File: src/rtl/qsb_pkg.sv
`default_nettype none

package qsb_pkg;

    // ------------------------------------------------------------
    // Register byte offsets
    // ------------------------------------------------------------
    localparam logic [7:0] QSB_SUMMARY_OFS  = 8'h00;
    localparam logic [7:0] QSB_VOLT_OFS     = 8'h04;
    localparam logic [7:0] QSB_CURR_OFS     = 8'h08;
    localparam logic [7:0] QSB_POWER_OFS    = 8'h0C;
    localparam logic [7:0] QSB_THERM_OFS    = 8'h10;
    localparam logic [7:0] QSB_OV_LIM_OFS   = 8'h14;
    localparam logic [7:0] QSB_UV_LIM_OFS   = 8'h18;
    localparam logic [7:0] QSB_OC_LIM_OFS   = 8'h1C;
    localparam logic [7:0] QSB_UC_LIM_OFS   = 8'h20;
    localparam logic [7:0] QSB_OP_LIM_OFS   = 8'h24;
    localparam logic [7:0] QSB_UP_LIM_OFS   = 8'h28;
    localparam logic [7:0] QSB_TMAX_OFS     = 8'h2C;
    localparam logic [7:0] QSB_CTRL_OFS     = 8'h30;

    // ------------------------------------------------------------
    // Summary register bit positions
    // ------------------------------------------------------------
    localparam int QSB_BIT_VOLT  = 0;
    localparam int QSB_BIT_CURR  = 1;
    localparam int QSB_BIT_POWER = 3;
    localparam int QSB_BIT_THERM = 4;
    localparam int QSB_BIT_CAL   = 8;
    localparam int QSB_BIT_MAINS = 11;
    localparam int QSB_BIT_UNREG = 12;

    // Sub-register bit positions
    localparam int QSB_BIT_OVER  = 0;
    localparam int QSB_BIT_UNDER = 1;
    localparam int QSB_BIT_TOVER = 0;
    localparam int QSB_BIT_THIGH = 1;

    // Regulation indicator positions
    localparam int QSB_REG_VOLT  = 0;
    localparam int QSB_REG_CURR  = 1;
    localparam int QSB_REG_POWER = 2;

    // Early warning fraction of maximum temperature, in percent
    localparam int QSB_WARN_PCT = 90;

    // ------------------------------------------------------------
    // Reset values
    // ------------------------------------------------------------
    localparam logic [15:0] QSB_LIM_RST  = 16'h0000;
    localparam logic [15:0] QSB_TMAX_RST = 16'hFFFF;
    localparam logic [15:0] QSB_SUMMARY_RST = 16'h1000; // No regulation mode: unregulated set
    localparam logic [1:0]  QSB_RESP_OK  = 2'h0;
    localparam logic [1:0]  QSB_RESP_ERR = 2'h2;

    // ------------------------------------------------------------
    // Measurement carrier
    // ------------------------------------------------------------
    typedef struct packed {
        logic [15:0] voltage;
        logic [15:0] current;
        logic [15:0] power;
        logic [15:0] temperature;
    } qsb_meas_t;

    // Unit condition carrier
    typedef struct packed {
        logic       operating;
        logic       fixed_ov_trip;
        logic       cal_error;
        logic       mains_input_failure;
        logic [2:0] regulating;
    } qsb_cond_t;

endpackage : qsb_pkg

`default_nettype wire

File: src/rtl/qsb_bank.sv
`timescale 1ns/1ns
`default_nettype none

module qsb_bank (
    input  wire logic               ref_clk_i,
    input  wire logic               sys_rst_i,
    input  wire qsb_pkg::qsb_meas_t meas_i,
    input  wire qsb_pkg::qsb_cond_t cond_i,
    output logic [15:0]             summary_o,
    input  wire logic [7:0]         s_axi_awaddr_i,
    input  wire logic               s_axi_awvalid_i,
    output logic                    s_axi_awready_o,
    input  wire logic [31:0]        s_axi_wdata_i,
    input  wire logic [3:0]         s_axi_wstrb_i,
    input  wire logic               s_axi_wvalid_i,
    output logic                    s_axi_wready_o,
    output logic [1:0]              s_axi_bresp_o,
    output logic                    s_axi_bvalid_o,
    input  wire logic               s_axi_bready_i,
    input  wire logic [7:0]         s_axi_araddr_i,
    input  wire logic               s_axi_arvalid_i,
    output logic                    s_axi_arready_o,
    output logic [31:0]             s_axi_rdata_o,
    output logic [1:0]              s_axi_rresp_o,
    output logic                    s_axi_rvalid_o,
    input  wire logic               s_axi_rready_i
);
    import qsb_pkg::*;

    // ------------------------------------------------------------
    // Input synchronisers
    // ------------------------------------------------------------
    qsb_meas_t   meas_s1;
    qsb_meas_t   meas;
    qsb_cond_t   cond_s1;
    qsb_cond_t   cond;

    // Two flip-flops per pin; a word caught mid-change can mis-compare one cycle
    always_ff @(posedge ref_clk_i) begin
        if (sys_rst_i) begin
            meas_s1 <= '0;
            meas    <= '0;
            cond_s1 <= '0;
            cond    <= '0;
        end else begin
            meas_s1 <= meas_i;
            meas    <= meas_s1;
            cond_s1 <= cond_i;
            cond    <= cond_s1;
        end
    end

    // ------------------------------------------------------------
    // Trip limits and control
    // ------------------------------------------------------------
    logic [15:0] ov_limit;
    logic [15:0] uv_limit;
    logic [15:0] oc_limit;
    logic [15:0] uc_limit;
    logic [15:0] op_limit;
    logic [15:0] up_limit;
    logic [15:0] temp_max;
    logic        ov_user_en;

    logic [1:0]  voltage_limit_flags;
    logic [1:0]  current_limit_flags;
    logic [1:0]  power_limit_flags;
    logic [1:0]  thermal_limit_flags;
    logic [15:0] questionable_condition_summary;
    logic        regulation_summary;
    logic [22:0] temp_scaled;
    logic [22:0] temp_warn;

    // ------------------------------------------------------------
    // AXI4-Lite write channel
    // ------------------------------------------------------------
    logic [7:0]  aw_addr;
    logic        aw_held;
    logic [31:0] w_data;
    logic        w_held;
    logic        wr_go;
    logic        wr_hit;

    assign s_axi_awready_o = !aw_held && !s_axi_bvalid_o;
    assign s_axi_wready_o  = !w_held && !s_axi_bvalid_o;
    assign wr_go           = aw_held && w_held && !s_axi_bvalid_o;

    // Address and data are taken in either order
    always_ff @(posedge ref_clk_i) begin
        if (sys_rst_i) begin
            aw_held <= 1'b0;
            w_held  <= 1'b0;
            aw_addr <= 8'h00;
            w_data  <= 32'h0000_0000;
        end else begin
            if (s_axi_awvalid_i && s_axi_awready_o) begin
                aw_held <= 1'b1;
                aw_addr <= s_axi_awaddr_i;
            end else if (wr_go) begin
                aw_held <= 1'b0;
            end
            if (s_axi_wvalid_i && s_axi_wready_o) begin
                w_held <= 1'b1;
                w_data <= s_axi_wdata_i;
            end else if (wr_go) begin
                w_held <= 1'b0;
            end
        end
    end

    // Byte lanes 0 and 1 hold the 16-bit fields
    function automatic logic [15:0] merge16(input logic [15:0] old_v,
                                            input logic [31:0] new_v,
                                            input logic [3:0]  strb);
        logic [15:0] res;
        res = old_v;
        if (strb[0]) begin
            res[7:0] = new_v[7:0];
        end
        if (strb[1]) begin
            res[15:8] = new_v[15:8];
        end
        return res;
    endfunction : merge16

    logic [3:0] w_strb;

    always_ff @(posedge ref_clk_i) begin
        if (sys_rst_i) begin
            w_strb <= 4'h0;
        end else if (s_axi_wvalid_i && s_axi_wready_o) begin
            w_strb <= s_axi_wstrb_i;
        end
    end

    // Address decode for writable registers
    always_comb begin
        if (aw_addr == QSB_OV_LIM_OFS) begin
            wr_hit = 1'b1;
        end else if (aw_addr == QSB_UV_LIM_OFS) begin
            wr_hit = 1'b1;
        end else if (aw_addr == QSB_OC_LIM_OFS) begin
            wr_hit = 1'b1;
        end else if (aw_addr == QSB_UC_LIM_OFS) begin
            wr_hit = 1'b1;
        end else if (aw_addr == QSB_OP_LIM_OFS) begin
            wr_hit = 1'b1;
        end else if (aw_addr == QSB_UP_LIM_OFS) begin
            wr_hit = 1'b1;
        end else if (aw_addr == QSB_TMAX_OFS) begin
            wr_hit = 1'b1;
        end else if (aw_addr == QSB_CTRL_OFS) begin
            wr_hit = 1'b1;
        end else begin
            wr_hit = 1'b0;
        end
    end

    // Limit and control registers
    always_ff @(posedge ref_clk_i) begin
        if (sys_rst_i) begin
            ov_limit   <= QSB_LIM_RST;
            uv_limit   <= QSB_LIM_RST;
            oc_limit   <= QSB_LIM_RST;
            uc_limit   <= QSB_LIM_RST;
            op_limit   <= QSB_LIM_RST;
            up_limit   <= QSB_LIM_RST;
            temp_max   <= QSB_TMAX_RST;
            ov_user_en <= 1'b0;
        end else if (wr_go) begin
            if (aw_addr == QSB_OV_LIM_OFS) begin
                ov_limit <= merge16(ov_limit, w_data, w_strb);
            end else if (aw_addr == QSB_UV_LIM_OFS) begin
                uv_limit <= merge16(uv_limit, w_data, w_strb);
            end else if (aw_addr == QSB_OC_LIM_OFS) begin
                oc_limit <= merge16(oc_limit, w_data, w_strb);
            end else if (aw_addr == QSB_UC_LIM_OFS) begin
                uc_limit <= merge16(uc_limit, w_data, w_strb);
            end else if (aw_addr == QSB_OP_LIM_OFS) begin
                op_limit <= merge16(op_limit, w_data, w_strb);
            end else if (aw_addr == QSB_UP_LIM_OFS) begin
                up_limit <= merge16(up_limit, w_data, w_strb);
            end else if (aw_addr == QSB_TMAX_OFS) begin
                temp_max <= merge16(temp_max, w_data, w_strb);
            end else if (aw_addr == QSB_CTRL_OFS && w_strb[0]) begin
                ov_user_en <= w_data[0];
            end
        end
    end

    // Write response, SLVERR on unmapped or read-only address
    always_ff @(posedge ref_clk_i) begin
        if (sys_rst_i) begin
            s_axi_bvalid_o <= 1'b0;
            s_axi_bresp_o  <= QSB_RESP_OK;
        end else if (wr_go) begin
            s_axi_bvalid_o <= 1'b1;
            s_axi_bresp_o  <= wr_hit ? QSB_RESP_OK : QSB_RESP_ERR;
        end else if (s_axi_bready_i) begin
            s_axi_bvalid_o <= 1'b0;
        end
    end

    // ------------------------------------------------------------
    // Condition detection
    // ------------------------------------------------------------
    // Ninety percent compare without division: 100*T > 90*Tmax
    assign temp_scaled = 23'(meas.temperature) * 23'(100);
    assign temp_warn   = 23'(temp_max) * 23'(QSB_WARN_PCT);

    always_ff @(posedge ref_clk_i) begin
        if (sys_rst_i) begin
            voltage_limit_flags <= 2'h0;
            current_limit_flags <= 2'h0;
            power_limit_flags   <= 2'h0;
            thermal_limit_flags <= 2'h0;
        end else begin
            voltage_limit_flags[QSB_BIT_OVER] <= cond.fixed_ov_trip ||
                (ov_user_en && meas.voltage > ov_limit);
            voltage_limit_flags[QSB_BIT_UNDER] <= cond.operating &&
                meas.voltage < uv_limit;
            current_limit_flags[QSB_BIT_OVER] <= cond.operating &&
                meas.current > oc_limit;
            current_limit_flags[QSB_BIT_UNDER] <= cond.operating &&
                meas.current < uc_limit;
            power_limit_flags[QSB_BIT_OVER] <= cond.operating &&
                meas.power > op_limit;
            power_limit_flags[QSB_BIT_UNDER] <= cond.operating &&
                meas.power < up_limit;
            thermal_limit_flags[QSB_BIT_TOVER] <= meas.temperature > temp_max;
            thermal_limit_flags[QSB_BIT_THIGH] <= temp_scaled > temp_warn;
        end
    end

    // Regulation summary from the three mode indicators
    assign regulation_summary = cond.regulating[QSB_REG_VOLT] ||
                                cond.regulating[QSB_REG_CURR] ||
                                cond.regulating[QSB_REG_POWER];

    // Summary register, unused bits held at zero
    always_comb begin
        questionable_condition_summary                = 16'h0000;
        questionable_condition_summary[QSB_BIT_VOLT]  = |voltage_limit_flags;
        questionable_condition_summary[QSB_BIT_CURR]  = |current_limit_flags;
        questionable_condition_summary[QSB_BIT_POWER] = |power_limit_flags;
        questionable_condition_summary[QSB_BIT_THERM] = |thermal_limit_flags;
        questionable_condition_summary[QSB_BIT_CAL]   = cond.cal_error;
        questionable_condition_summary[QSB_BIT_MAINS] = cond.mains_input_failure;
        questionable_condition_summary[QSB_BIT_UNREG] = !regulation_summary;
    end

    // Summary held in a flop so the pin carries registered data
    always_ff @(posedge ref_clk_i) begin
        if (sys_rst_i) begin
            summary_o <= QSB_SUMMARY_RST;
        end else begin
            summary_o <= questionable_condition_summary;
        end
    end

    // ------------------------------------------------------------
    // AXI4-Lite read channel
    // ------------------------------------------------------------
    assign s_axi_arready_o = !s_axi_rvalid_o;

    // Read mux over the summary, four sub-registers and limits
    always_ff @(posedge ref_clk_i) begin
        if (sys_rst_i) begin
            s_axi_rvalid_o <= 1'b0;
            s_axi_rdata_o  <= 32'h0000_0000;
            s_axi_rresp_o  <= QSB_RESP_OK;
        end else if (s_axi_arvalid_i && s_axi_arready_o) begin
            s_axi_rvalid_o <= 1'b1;
            s_axi_rresp_o  <= QSB_RESP_OK;
            if (s_axi_araddr_i == QSB_SUMMARY_OFS) begin
                s_axi_rdata_o <= {16'h0000, questionable_condition_summary};
            end else if (s_axi_araddr_i == QSB_VOLT_OFS) begin
                s_axi_rdata_o <= {30'h0, voltage_limit_flags};
            end else if (s_axi_araddr_i == QSB_CURR_OFS) begin
                s_axi_rdata_o <= {30'h0, current_limit_flags};
            end else if (s_axi_araddr_i == QSB_POWER_OFS) begin
                s_axi_rdata_o <= {30'h0, power_limit_flags};
            end else if (s_axi_araddr_i == QSB_THERM_OFS) begin
                s_axi_rdata_o <= {30'h0, thermal_limit_flags};
            end else if (s_axi_araddr_i == QSB_OV_LIM_OFS) begin
                s_axi_rdata_o <= {16'h0000, ov_limit};
            end else if (s_axi_araddr_i == QSB_UV_LIM_OFS) begin
                s_axi_rdata_o <= {16'h0000, uv_limit};
            end else if (s_axi_araddr_i == QSB_OC_LIM_OFS) begin
                s_axi_rdata_o <= {16'h0000, oc_limit};
            end else if (s_axi_araddr_i == QSB_UC_LIM_OFS) begin
                s_axi_rdata_o <= {16'h0000, uc_limit};
            end else if (s_axi_araddr_i == QSB_OP_LIM_OFS) begin
                s_axi_rdata_o <= {16'h0000, op_limit};
            end else if (s_axi_araddr_i == QSB_UP_LIM_OFS) begin
                s_axi_rdata_o <= {16'h0000, up_limit};
            end else if (s_axi_araddr_i == QSB_TMAX_OFS) begin
                s_axi_rdata_o <= {16'h0000, temp_max};
            end else if (s_axi_araddr_i == QSB_CTRL_OFS) begin
                s_axi_rdata_o <= {31'h0, ov_user_en};
            end else begin
                s_axi_rdata_o <= 32'h0000_0000;
                s_axi_rresp_o <= QSB_RESP_ERR;
            end
        end else if (s_axi_rready_i) begin
            s_axi_rvalid_o <= 1'b0;
        end
    end
endmodule : qsb_bank

`default_nettype wire

File: config.mk
export PLATFORM = sky130hd
export DESIGN_NAME = qsb_bank
export DESIGN_NICKNAME = d
export VERILOG_FILES = /design/src/rtl/qsb_pkg.sv /design/src/rtl/qsb_bank.sv
export SDC_FILE = /design/constraint.sdc
export NUM_CORES = 1
export LEC_CHECK = 0
export BUFFER_PORTS_ARGS = -buffer_cell sky130_fd_sc_hd__buf_2
export CAP_MARGIN = 15
export CORE_AREA = 10 10 176 178
export CTS_BUF_LIST = sky130_fd_sc_hd__clkbuf_4 sky130_fd_sc_hd__clkbuf_8
export DETAILED_ROUTE_END_ITERATION = 8
export DIE_AREA = 0 0 186 188
export PLACE_DENSITY_LB_ADDON = 0.05
export SYNTH_ARGS = -nofsm -noshare
export SYNTH_HDL_FRONTEND = slang
export SYNTH_SLANG_ARGS = --single-unit
File: constraint.sdc
create_clock -name ref_clk_i -period 12.84 [get_ports ref_clk_i]
set_input_delay 2.568 -clock ref_clk_i [delete_from_list [all_inputs] [get_ports ref_clk_i]]
set_output_delay 2.568 -clock ref_clk_i [all_outputs]
set_load 0.01 [all_outputs]
[After elaboration in Yosys (flattened, before gate mapping)]
Cells that the tools add are included.
W data, S select, Z words.
Word-level totals
  bits in latches: 0
  output and inout bits: 57
  word-level logic and storage cells: 174
  bits of input ports: 130
  RAM bits: 0
  memory bits (read-only): 0
  memories kept: 0
  flip-flop bits (word level): 345
Cells by class
  div/mod/pow operators: 0
  add/sub/neg operators: 0
  bitwise logic cells: 7
  shifts and indexed selects: 0
  muxes and demuxes: 42
  $lt $le $gt $ge: 8
  reductions and logical operators: 46
  $mul: 2
  equality and inequality tests: 20
Operator list (count)
  $mux W16: 12
  $eq A8 B6 Y1 const B: 10
  $gt A16 B16 Y1: 4
  $eq A8 B5 Y1 const B: 7
  $lt A16 B16 Y1: 3
  $mux W2: 14
  $reduce_and A9 Y1: 3
  $gt A23 B23 Y1: 1
  $mul A16 B6 Y22 const B: 1
  $mul A16 B5 Y21 const B: 1
  $eq A8 B4 Y1 const B: 2
  $mux W1: 16
  $reduce_and A8 Y1: 2
  $logic_and A1 B1 Y1: 14
  $reduce_and A7 Y1: 2
  $reduce_and A6 Y1: 2
  $reduce_and A5 Y1: 2
  $eq A8 B3 Y1 const B: 1
  $logic_not A8 Y1: 1
  $reduce_and A4 Y1: 2
  $reduce_bool A2 Y1: 4
  $reduce_or A2 Y1: 4
  $not A1 Y1: 7
  $reduce_and A3 Y1: 2
  other kinds (2): 8

[Logic depth before layout (Yosys ltp)]
Gate-level depths: netlist (run 1).
  word-level depth: 14
  gate-level depth with buffers: 21
  depth with buffers taken out: 21

[Worst setup path before layout (run 1)]
OpenSTA, ideal clock, no wires.
  kind: register to register
  start: register temp_max[4]
  end: register thermal_limit_flags[1]
  slack: 8367 ps
  period minus slack after synthesis: 4473 ps
  cell stages (with the launch flop): 19
  path buffers: 0
  data arrival time: 4357 ps
  data required time: 12724 ps
  cells stage by stage: dfxtp_1 ha_1 inv_1 fa_1 fa_1 inv_1 ha_1 nor2b_4 o31a_1 o41a_1 nor4b_2 o31ai_1 o41ai_2 xor2_1 ha_1 a21o_1 a21oi_1 nand3_1 o211a_1
Between the ends
  longest elaborated chain between the ends: 2
Ends and longest elaborated chain
  start, declared: line qsb_bank.sv:62  | logic [15:0] temp_max;
  start signal, assigned: line qsb_bank.sv:184  | temp_max <= merge16(temp_max, w_data, w_strb);
  $mul A16 B6 Y22: line qsb_bank.sv:209  | assign temp_warn = 23'(temp_max) * 23'(QSB_WARN_PCT);
  $gt A23 B23 Y1: line qsb_bank.sv:231  | thermal_limit_flags[QSB_BIT_THIGH] <= temp_scaled > temp_warn;
  end signal, assigned by index: line qsb_bank.sv:230  | thermal_limit_flags[QSB_BIT_TOVER] <= meas.temperature > temp_max;
  end signal, assigned by index: line qsb_bank.sv:231
  end, declared: line qsb_bank.sv:68  | logic [1:0] thermal_limit_flags;
Every way passes these cells.
A chain may end at the register's enable or synchronous reset.

[Worst setup path in the final report (run 1)]
  start: register temp_max[6]
  end: register thermal_limit_flags[1]
Same word-level chain as after synthesis.

==> flow_summary_export.csv, run 1 <==
group,metric,value,unit
pwr,pwr-share-comb,0.091,
setup_path,cp.required,13.30,ns
sta,tns,0,ns
die,start_util,0.646,
setup_path,worst_ep_arrival_time,5.48,ns
pwr,clockPowerShare,0.443,
layout,regArea,0.00637,mm^2
pwr,power.total,2250,uW
routing,drt_iter0_drc,974,
cts,hold_buffers,0,
setup_path,cpMostUsedCell,"ha_1",
pwr,leakage,0.00903,uW
setup_path,startpoint_type,"flop",
synth,yosysWarnings,0,
die,fp.dieArea,0.0350,mm^2
pwr,power.internal,1690,uW
sta,hold_violations,0,
synth,syn_avg_cell_area,9.24,um^2
placement,io_buffers,141,
cts,h-tree-depth,2,
sta,finalCriticalPeriod,5.02,ns
routing,postRouteAntennaNets,0,
layout,final_nets,2437,
synth,synth_edf_count,0,
routing,routed_via_density,5.62,
run_status,status,"finished, final reports clean",
die,die_width,186,um
sta,clock.fmax,199,MHz
die,fp-row-count,61,
setup_path,critPathCaptureType,"flop",
pwr,switchingPower,563,uW
synth,synth-main-ff-cell,"dfxtp_1",
setup_path,worstPathCellList,"ha_1, inv_1, fa_1, fa_1, inv_1, ha_1, nor2b_4, o31a_1, o41a_1, nor4b_2, o31ai_1, o41ai_2, xor2_1, ha_1, a21o_1, a21oi_1, nand3_1, o211a_1",
grt,antenna_found_initial,1,
cts,clockBufferDepth,3,
job,maxCapViolCount,0,
sta,relSlewSlack,0.248,
sta,drv_slew,0,
sta,fin_crit_sh,0.391,
setup_path,cp_max_fo,4,
grt,grt_max_degree,121,
cts,clk_pin_slew,0.06,ns
cts,cts.sinks,318,
setup_path,cpPeakStageDelay,0.52,ns
layout,most-common-layout-cells,"dfxtp_1 (318), inv_1 (238), ha_1 (223), nor2_1 (170), nor2b_1 (155)",
synth,ys_seq_area_frac,0.358,
cts,cts_tree,"built",
pwr,seqPwrFrac,0.466,
routing,wl,45300,um
synth,async_reset_ff_frac,0,
grt,track_usage,0.256,
sta,rsz0062_at_grt,"no",
layout,fillers,2199,
sta,skew,0.0660,ns
routing,drt-wirelength-per-cell,18.6,um
synth,synth.ff_latch_count,318,
routing,top_layer,"met4",
routing,drtPass1Iterations,5,
die,ios,187,
die,core_area,0.0275,mm^2
die,chipHeight,188,um
routing,met1_length,21600,um
routing,via_count,13681,
setup_path,path_class,"reg -> reg",
cts,clock_latency,0.63,ns
grt,grt_pass1_vias,13449,
sta,final-setup-viol-count,0,
sta,worstMarginPinSlew,1.12,ns
synth,synthCells,1922,
synth,synth_area,0.0178,mm^2
setup_path,crit_slowest_cell,"fa_1",
layout,drive_above_1_share,0.132,
grt,overflow,0,
synth,ys_types,69,
cts,postCtsSetupBuffers,0,
pwr,switching_share,0.250,
cts,numCtsBuffers,51,
layout,multiInputGateArea,0.0101,mm^2
placement,place.gp.congestion,0.929,
worst_hold_path,hold_class,"reg -> reg",
grt,grt_pass1_wl,71700,um
routing,wl_met2,19500,um
cts,cts_resized,0,
layout,layout_commonest_cell,"dfxtp_1",
layout,synthToLayoutAreaGrowth,11.2,%
routing,drt_drc_violations_left,0,
placement,hpwl,34900,um
cts,cts-root-buf,"clkbuf_8",
pwr,p_per_area,114,mW/mm^2
pwr,ir_drop,0.0991,mV
routing,wl_met3,3330,um
==> routing by layer <==
metal  track usage  up-vias
li1              -     6695
met1         0.370     6438
met2         0.381      482
met3        0.0476       66
met4        0.0667        0
met5             0        -
==> cells by family after synthesis <==
family	share of synthesized area
and+or+nand+nor	0.156
buffers and inverters	0.0782
adders and majority gates	0.199
muxes	0.0757
AOI/OAI and AO/OA	0.118
xor gates and xnor gates	0.0148
other	0.000211
DFF	0.358
==> synth_stat cells, drive strengths merged, types with 5 or more instances <==
cell | n | area share
xnor2 | 14 | 0.0069
o21ai | 53 | 0.015
a211oi | 16 | 0.0070
o21a | 18 | 0.0076
nand2b | 13 | 0.0046
fa | 37 | 0.042
clkbuf | 59 | 0.012
nor2b | 157 | 0.056
and2 | 6 | 0.0021
dfxtp | 318 | 0.36
nand3 | 6 | 0.0017
nor2 | 181 | 0.041
a21o | 47 | 0.020
a22oi | 5 | 0.0021
o2111ai | 7 | 0.0035
o31ai | 6 | 0.0025
inv | 238 | 0.050
ha | 223 | 0.16
a21oi | 92 | 0.026
nand2 | 102 | 0.022
a221oi | 11 | 0.0058
o211ai | 14 | 0.0059
nand4 | 26 | 0.0092
nand3b | 5 | 0.0021
mux2i | 104 | 0.059
nor4 | 8 | 0.0037
xor2 | 16 | 0.0079
nor3 | 21 | 0.0059
mux4 | 13 | 0.016
a211o | 9 | 0.0044
buf | 40 | 0.015
o22ai | 11 | 0.0039
==> final timing paths <==
kind / startpoint / end / slack [ns] / depth (start not counted)
max reg2reg: temp_max[6] / thermal_limit_flags[1] / 7.82 / 18
min: meas_s1[16] / meas[16] / 0.42 / 1
max: temp_max[6] / thermal_limit_flags[1] / 7.82 / 18
min reg2reg: meas_s1[16] / meas[16] / 0.42 / 1
==> power groups by stage <==
stage,clock network [uW],logic (uW),registers [uW]
finish,998,205,1050
detailed placement,0,200,1070
floorplan,0,151,1050
CTS,1010,202,1050
global placement,0,194,1070
global route,1060,230,1050
==> critical path: cells and delay by family (launching register included) <==
family,cells,cell delay [ns]
fa+ha+maj,5,1.99
compound gates,7,1.68
simple gates,3,0.56
flops,1,0.37
xor+xnor,1,0.19
buf+inv,2,0.12
==> registers in the layout, summed over array words and instances, names as in the netlist, 7 cells and up <==
name	count
cond	7
aw_addr	8
summary_o	7
s_axi_rdata_o	16
w_data	16
meas	64
temp_max	16
up_limit	16
op_limit	16
ov_limit	16
uv_limit	16
uc_limit	16
cond_s1	7
oc_limit	16
meas_s1	64
==> area by class of cell <==
cell class / instances / share of cell area
Multi-Input combinational cell: 1292 / 0.511
Sequential cell: 318 / 0.322
Clock buffer: 74 / 0.0481
Inverter: 239 / 0.0454
Timing Repair Buffer: 145 / 0.0378
Tap cell: 346 / 0.0219
Clock inverter: 20 / 0.0129
Antenna cell: 1 / 0.000127
==> stage by stage <==
step	hold WS (ns)	cell area, um^2	util	worst slack [ns]	cells
after floorplan	0.414	17900	-	8.37	1948
after global placement	0.418	18500	0.675	7.85	2340
after detailed placement	0.420	18500	0.675	7.80	2340
after CTS	0.431	19800	0.719	7.80	2434
after global routing	0.438	19800	0.719	7.52	2435
final	0.425	19800	0.719	7.82	2435
Note: power is estimated with default switching activity, not from simulation.
==> inputs of run 2 (changes only) <==
Settings changed: CORE_AREA 10 10 176 178 to 10 10 190 192, DIE_AREA 0 0 186 188 to 0 0 200 202.
Clock period 12.84 ns to 4.36 ns, I/O delays scaled along.
==> run 2 against run 1 <==
The flow now finishes with violations (negative setup slack). Via count grew 1.9%. Worst hold slack improved by 0.0070 ns. Sequential share of layout area is 1.5 points lower. Combinational power grew to 3.1 times the previous value. Global-route usage is 2.5 points lower.
==> flow_summary_export.csv, run 2 (synthesis results as in run 1) <==
group,metric,value,unit
run_status,status,"finished, violations left",
run_status,violations,"negative setup slack",
die,chipHeight,202,um
sta,worstMarginPinSlew,1.07,ns
routing,via_count,13936,
setup_path,cpPeakStageDelay,0.51,ns
routing,drt-wirelength-per-cell,17.9,um
setup_path,cp_max_fo,3,
layout,final_nets,2536,
die,start_util,0.550,
pwr,power.total,6570,uW
placement,place.gp.congestion,0.929,
sta,drv_slew,0,
cts,cts_tree,"built",
cts,clockBufferDepth,3,
cts,clk_pin_slew,0.06,ns
layout,layout_commonest_cell,"dfxtp_1",
die,core_area,0.0323,mm^2
setup_path,worstPathCellList,"buf_4, ha_4, inv_2, buf_4, fa_1, fa_1, inv_1, ha_4, a21oi_2, o21ai_0, a41oi_2, a21oi_2, or4_4, nand2_1, xor2_1, ha_1, a21o_1, a21o_1, a21oi_2, nand3_1, o211a_1",
cts,numCtsBuffers,52,
grt,overflow,0,
setup_path,path_delay_family,"adder cells",
sta,clock.fmax,216,MHz
sta,hold_violations,0,
layout,largestRegisters,"meas x64, meas_s1 x64",
cts,cts-root-buf,"clkbuf_8",
placement,io_buffers,141,
layout,most-common-layout-cells,"dfxtp_1 (313), inv_1 (232), ha_1 (214), nor2_1 (170), nor2b_1 (155)",
routing,drt_drc_violations_left,0,
setup_path,crit_slowest_cell,"fa_1",
routing,wl,46900,um
layout,fillers,2783,
routing,drt_iter0_drc,1052,
routing,routed_via_density,5.31,
grt,antenna_found_initial,0,
grt,grt_pass1_wl,74500,um
die,fp-row-count,66,
setup_path,critPathCaptureType,"flop",
sta,relSlewSlack,0.281,
setup_path,path_class,"reg -> reg",
routing,postRouteAntennaNets,0,
pwr,p_per_area,317,mW/mm^2
grt,grt_pass1_vias,13991,
layout,multiInputGateArea,0.0102,mm^2
grt,grt_max_degree,88,
setup_path,worst_ep_arrival_time,5.13,ns
layout,drive_above_1_share,0.182,
sta,whs,0.432,ns
sta,fin_crit_sh,1.06,
die,die_width,200,um
sta,finalWorstSetupSlack,-0.277,ns
routing,drtPass1Iterations,9,
sta,skew,0.0436,ns
sta,rsz0062_at_grt,"yes",
die,fp.dieArea,0.0404,mm^2
pwr,ir_drop,0.243,mV
cts,cts.sinks,318,
grt,track_usage,0.231,
layout,regArea,0.00637,mm^2
layout,synthToLayoutAreaGrowth,16.6,%
job,maxCapViolCount,0,
sta,final-setup-viol-count,1,
setup_path,worst-path-buf-inv,4,
die,ios,187,
setup_path,startpoint_type,"flop",
worst_hold_path,hold_class,"reg -> reg",
setup_path,cp.required,4.85,ns
placement,hpwl,36700,um
pwr,leakage,0.00949,uW
setup_path,cpMostUsedCell,"a21oi_2",
cts,h-tree-depth,2,
cts,clock_latency,0.62,ns
sta,finalCriticalPeriod,4.64,ns
run 2: where the power goes:
part / switching [uW] / internal [uW] / total (uW)
sequential: 87.9 / 3000 / 3090
clock: 1180 / 1670 / 2850
combinational: 356 / 276 / 632
total: 1620 / 4940 / 6570
run 2: metrics by stage:
step | util | setup TNS (ns) | cell area (um^2) | worst slack (ns) | cells
global placement | 0.600 | -0.352 | 19400 | -0.352 | 2531
detailed placement | 0.600 | -0.487 | 19400 | -0.487 | 2531
CTS | 0.640 | -0.436 | 20600 | -0.436 | 2623
global route | 0.641 | -0.457 | 20700 | -0.457 | 2624
floorplan | - | -0.113 | 17900 | -0.113 | 1948
finish | 0.641 | -0.277 | 20700 | -0.277 | 2625
run 2: path summary, 6_finish.rpt:
| check | startpoint | to | slack [ns] | cells after the start |
|---|---|---|---|---|
| max | temp_max[6] | thermal_limit_flags[1] | -0.28 | 21 |
| min | meas_s1[52] | meas[52] | 0.43 | 1 |
| max reg2reg | temp_max[6] | thermal_limit_flags[1] | -0.28 | 21 |
| min reg2reg | meas_s1[52] | meas[52] | 0.43 | 1 |
run 2: final cells by class:
| class | count | share of cell area |
|---|---|---|
| flip-flops and latches | 318 | 0.308 |
| clock inverters | 8 | 0.00622 |
| multi-input cells | 1292 | 0.495 |
| repair buffers | 243 | 0.0717 |
| well taps | 442 | 0.0267 |
| inverters | 239 | 0.0433 |
| clock buffers | 82 | 0.0497 |
| diodes | 1 | 0.000121 |
run 2: repair_timing:
action / CTS / global route
gates resized for setup: 22 / 8
buffers inserted: 2 / 1
pin swaps: 14 / 19
endpoints found under the hold margin: 0 / 0
setup endpoints to repair: 1 / 1
hold buffers: 0 / 0
run 2: metal layers:
layer | vias to the layer above | routed length (um) | GRT usage
met2 | 398 | 20400 | 0.356
met1 | 6582 | 22200 | 0.318
li1 | 6881 | - | -
met3 | 75 | 3210 | 0.0470
met4 | 0 | 1100 | 0.0652
met5 | - | 0 | 0
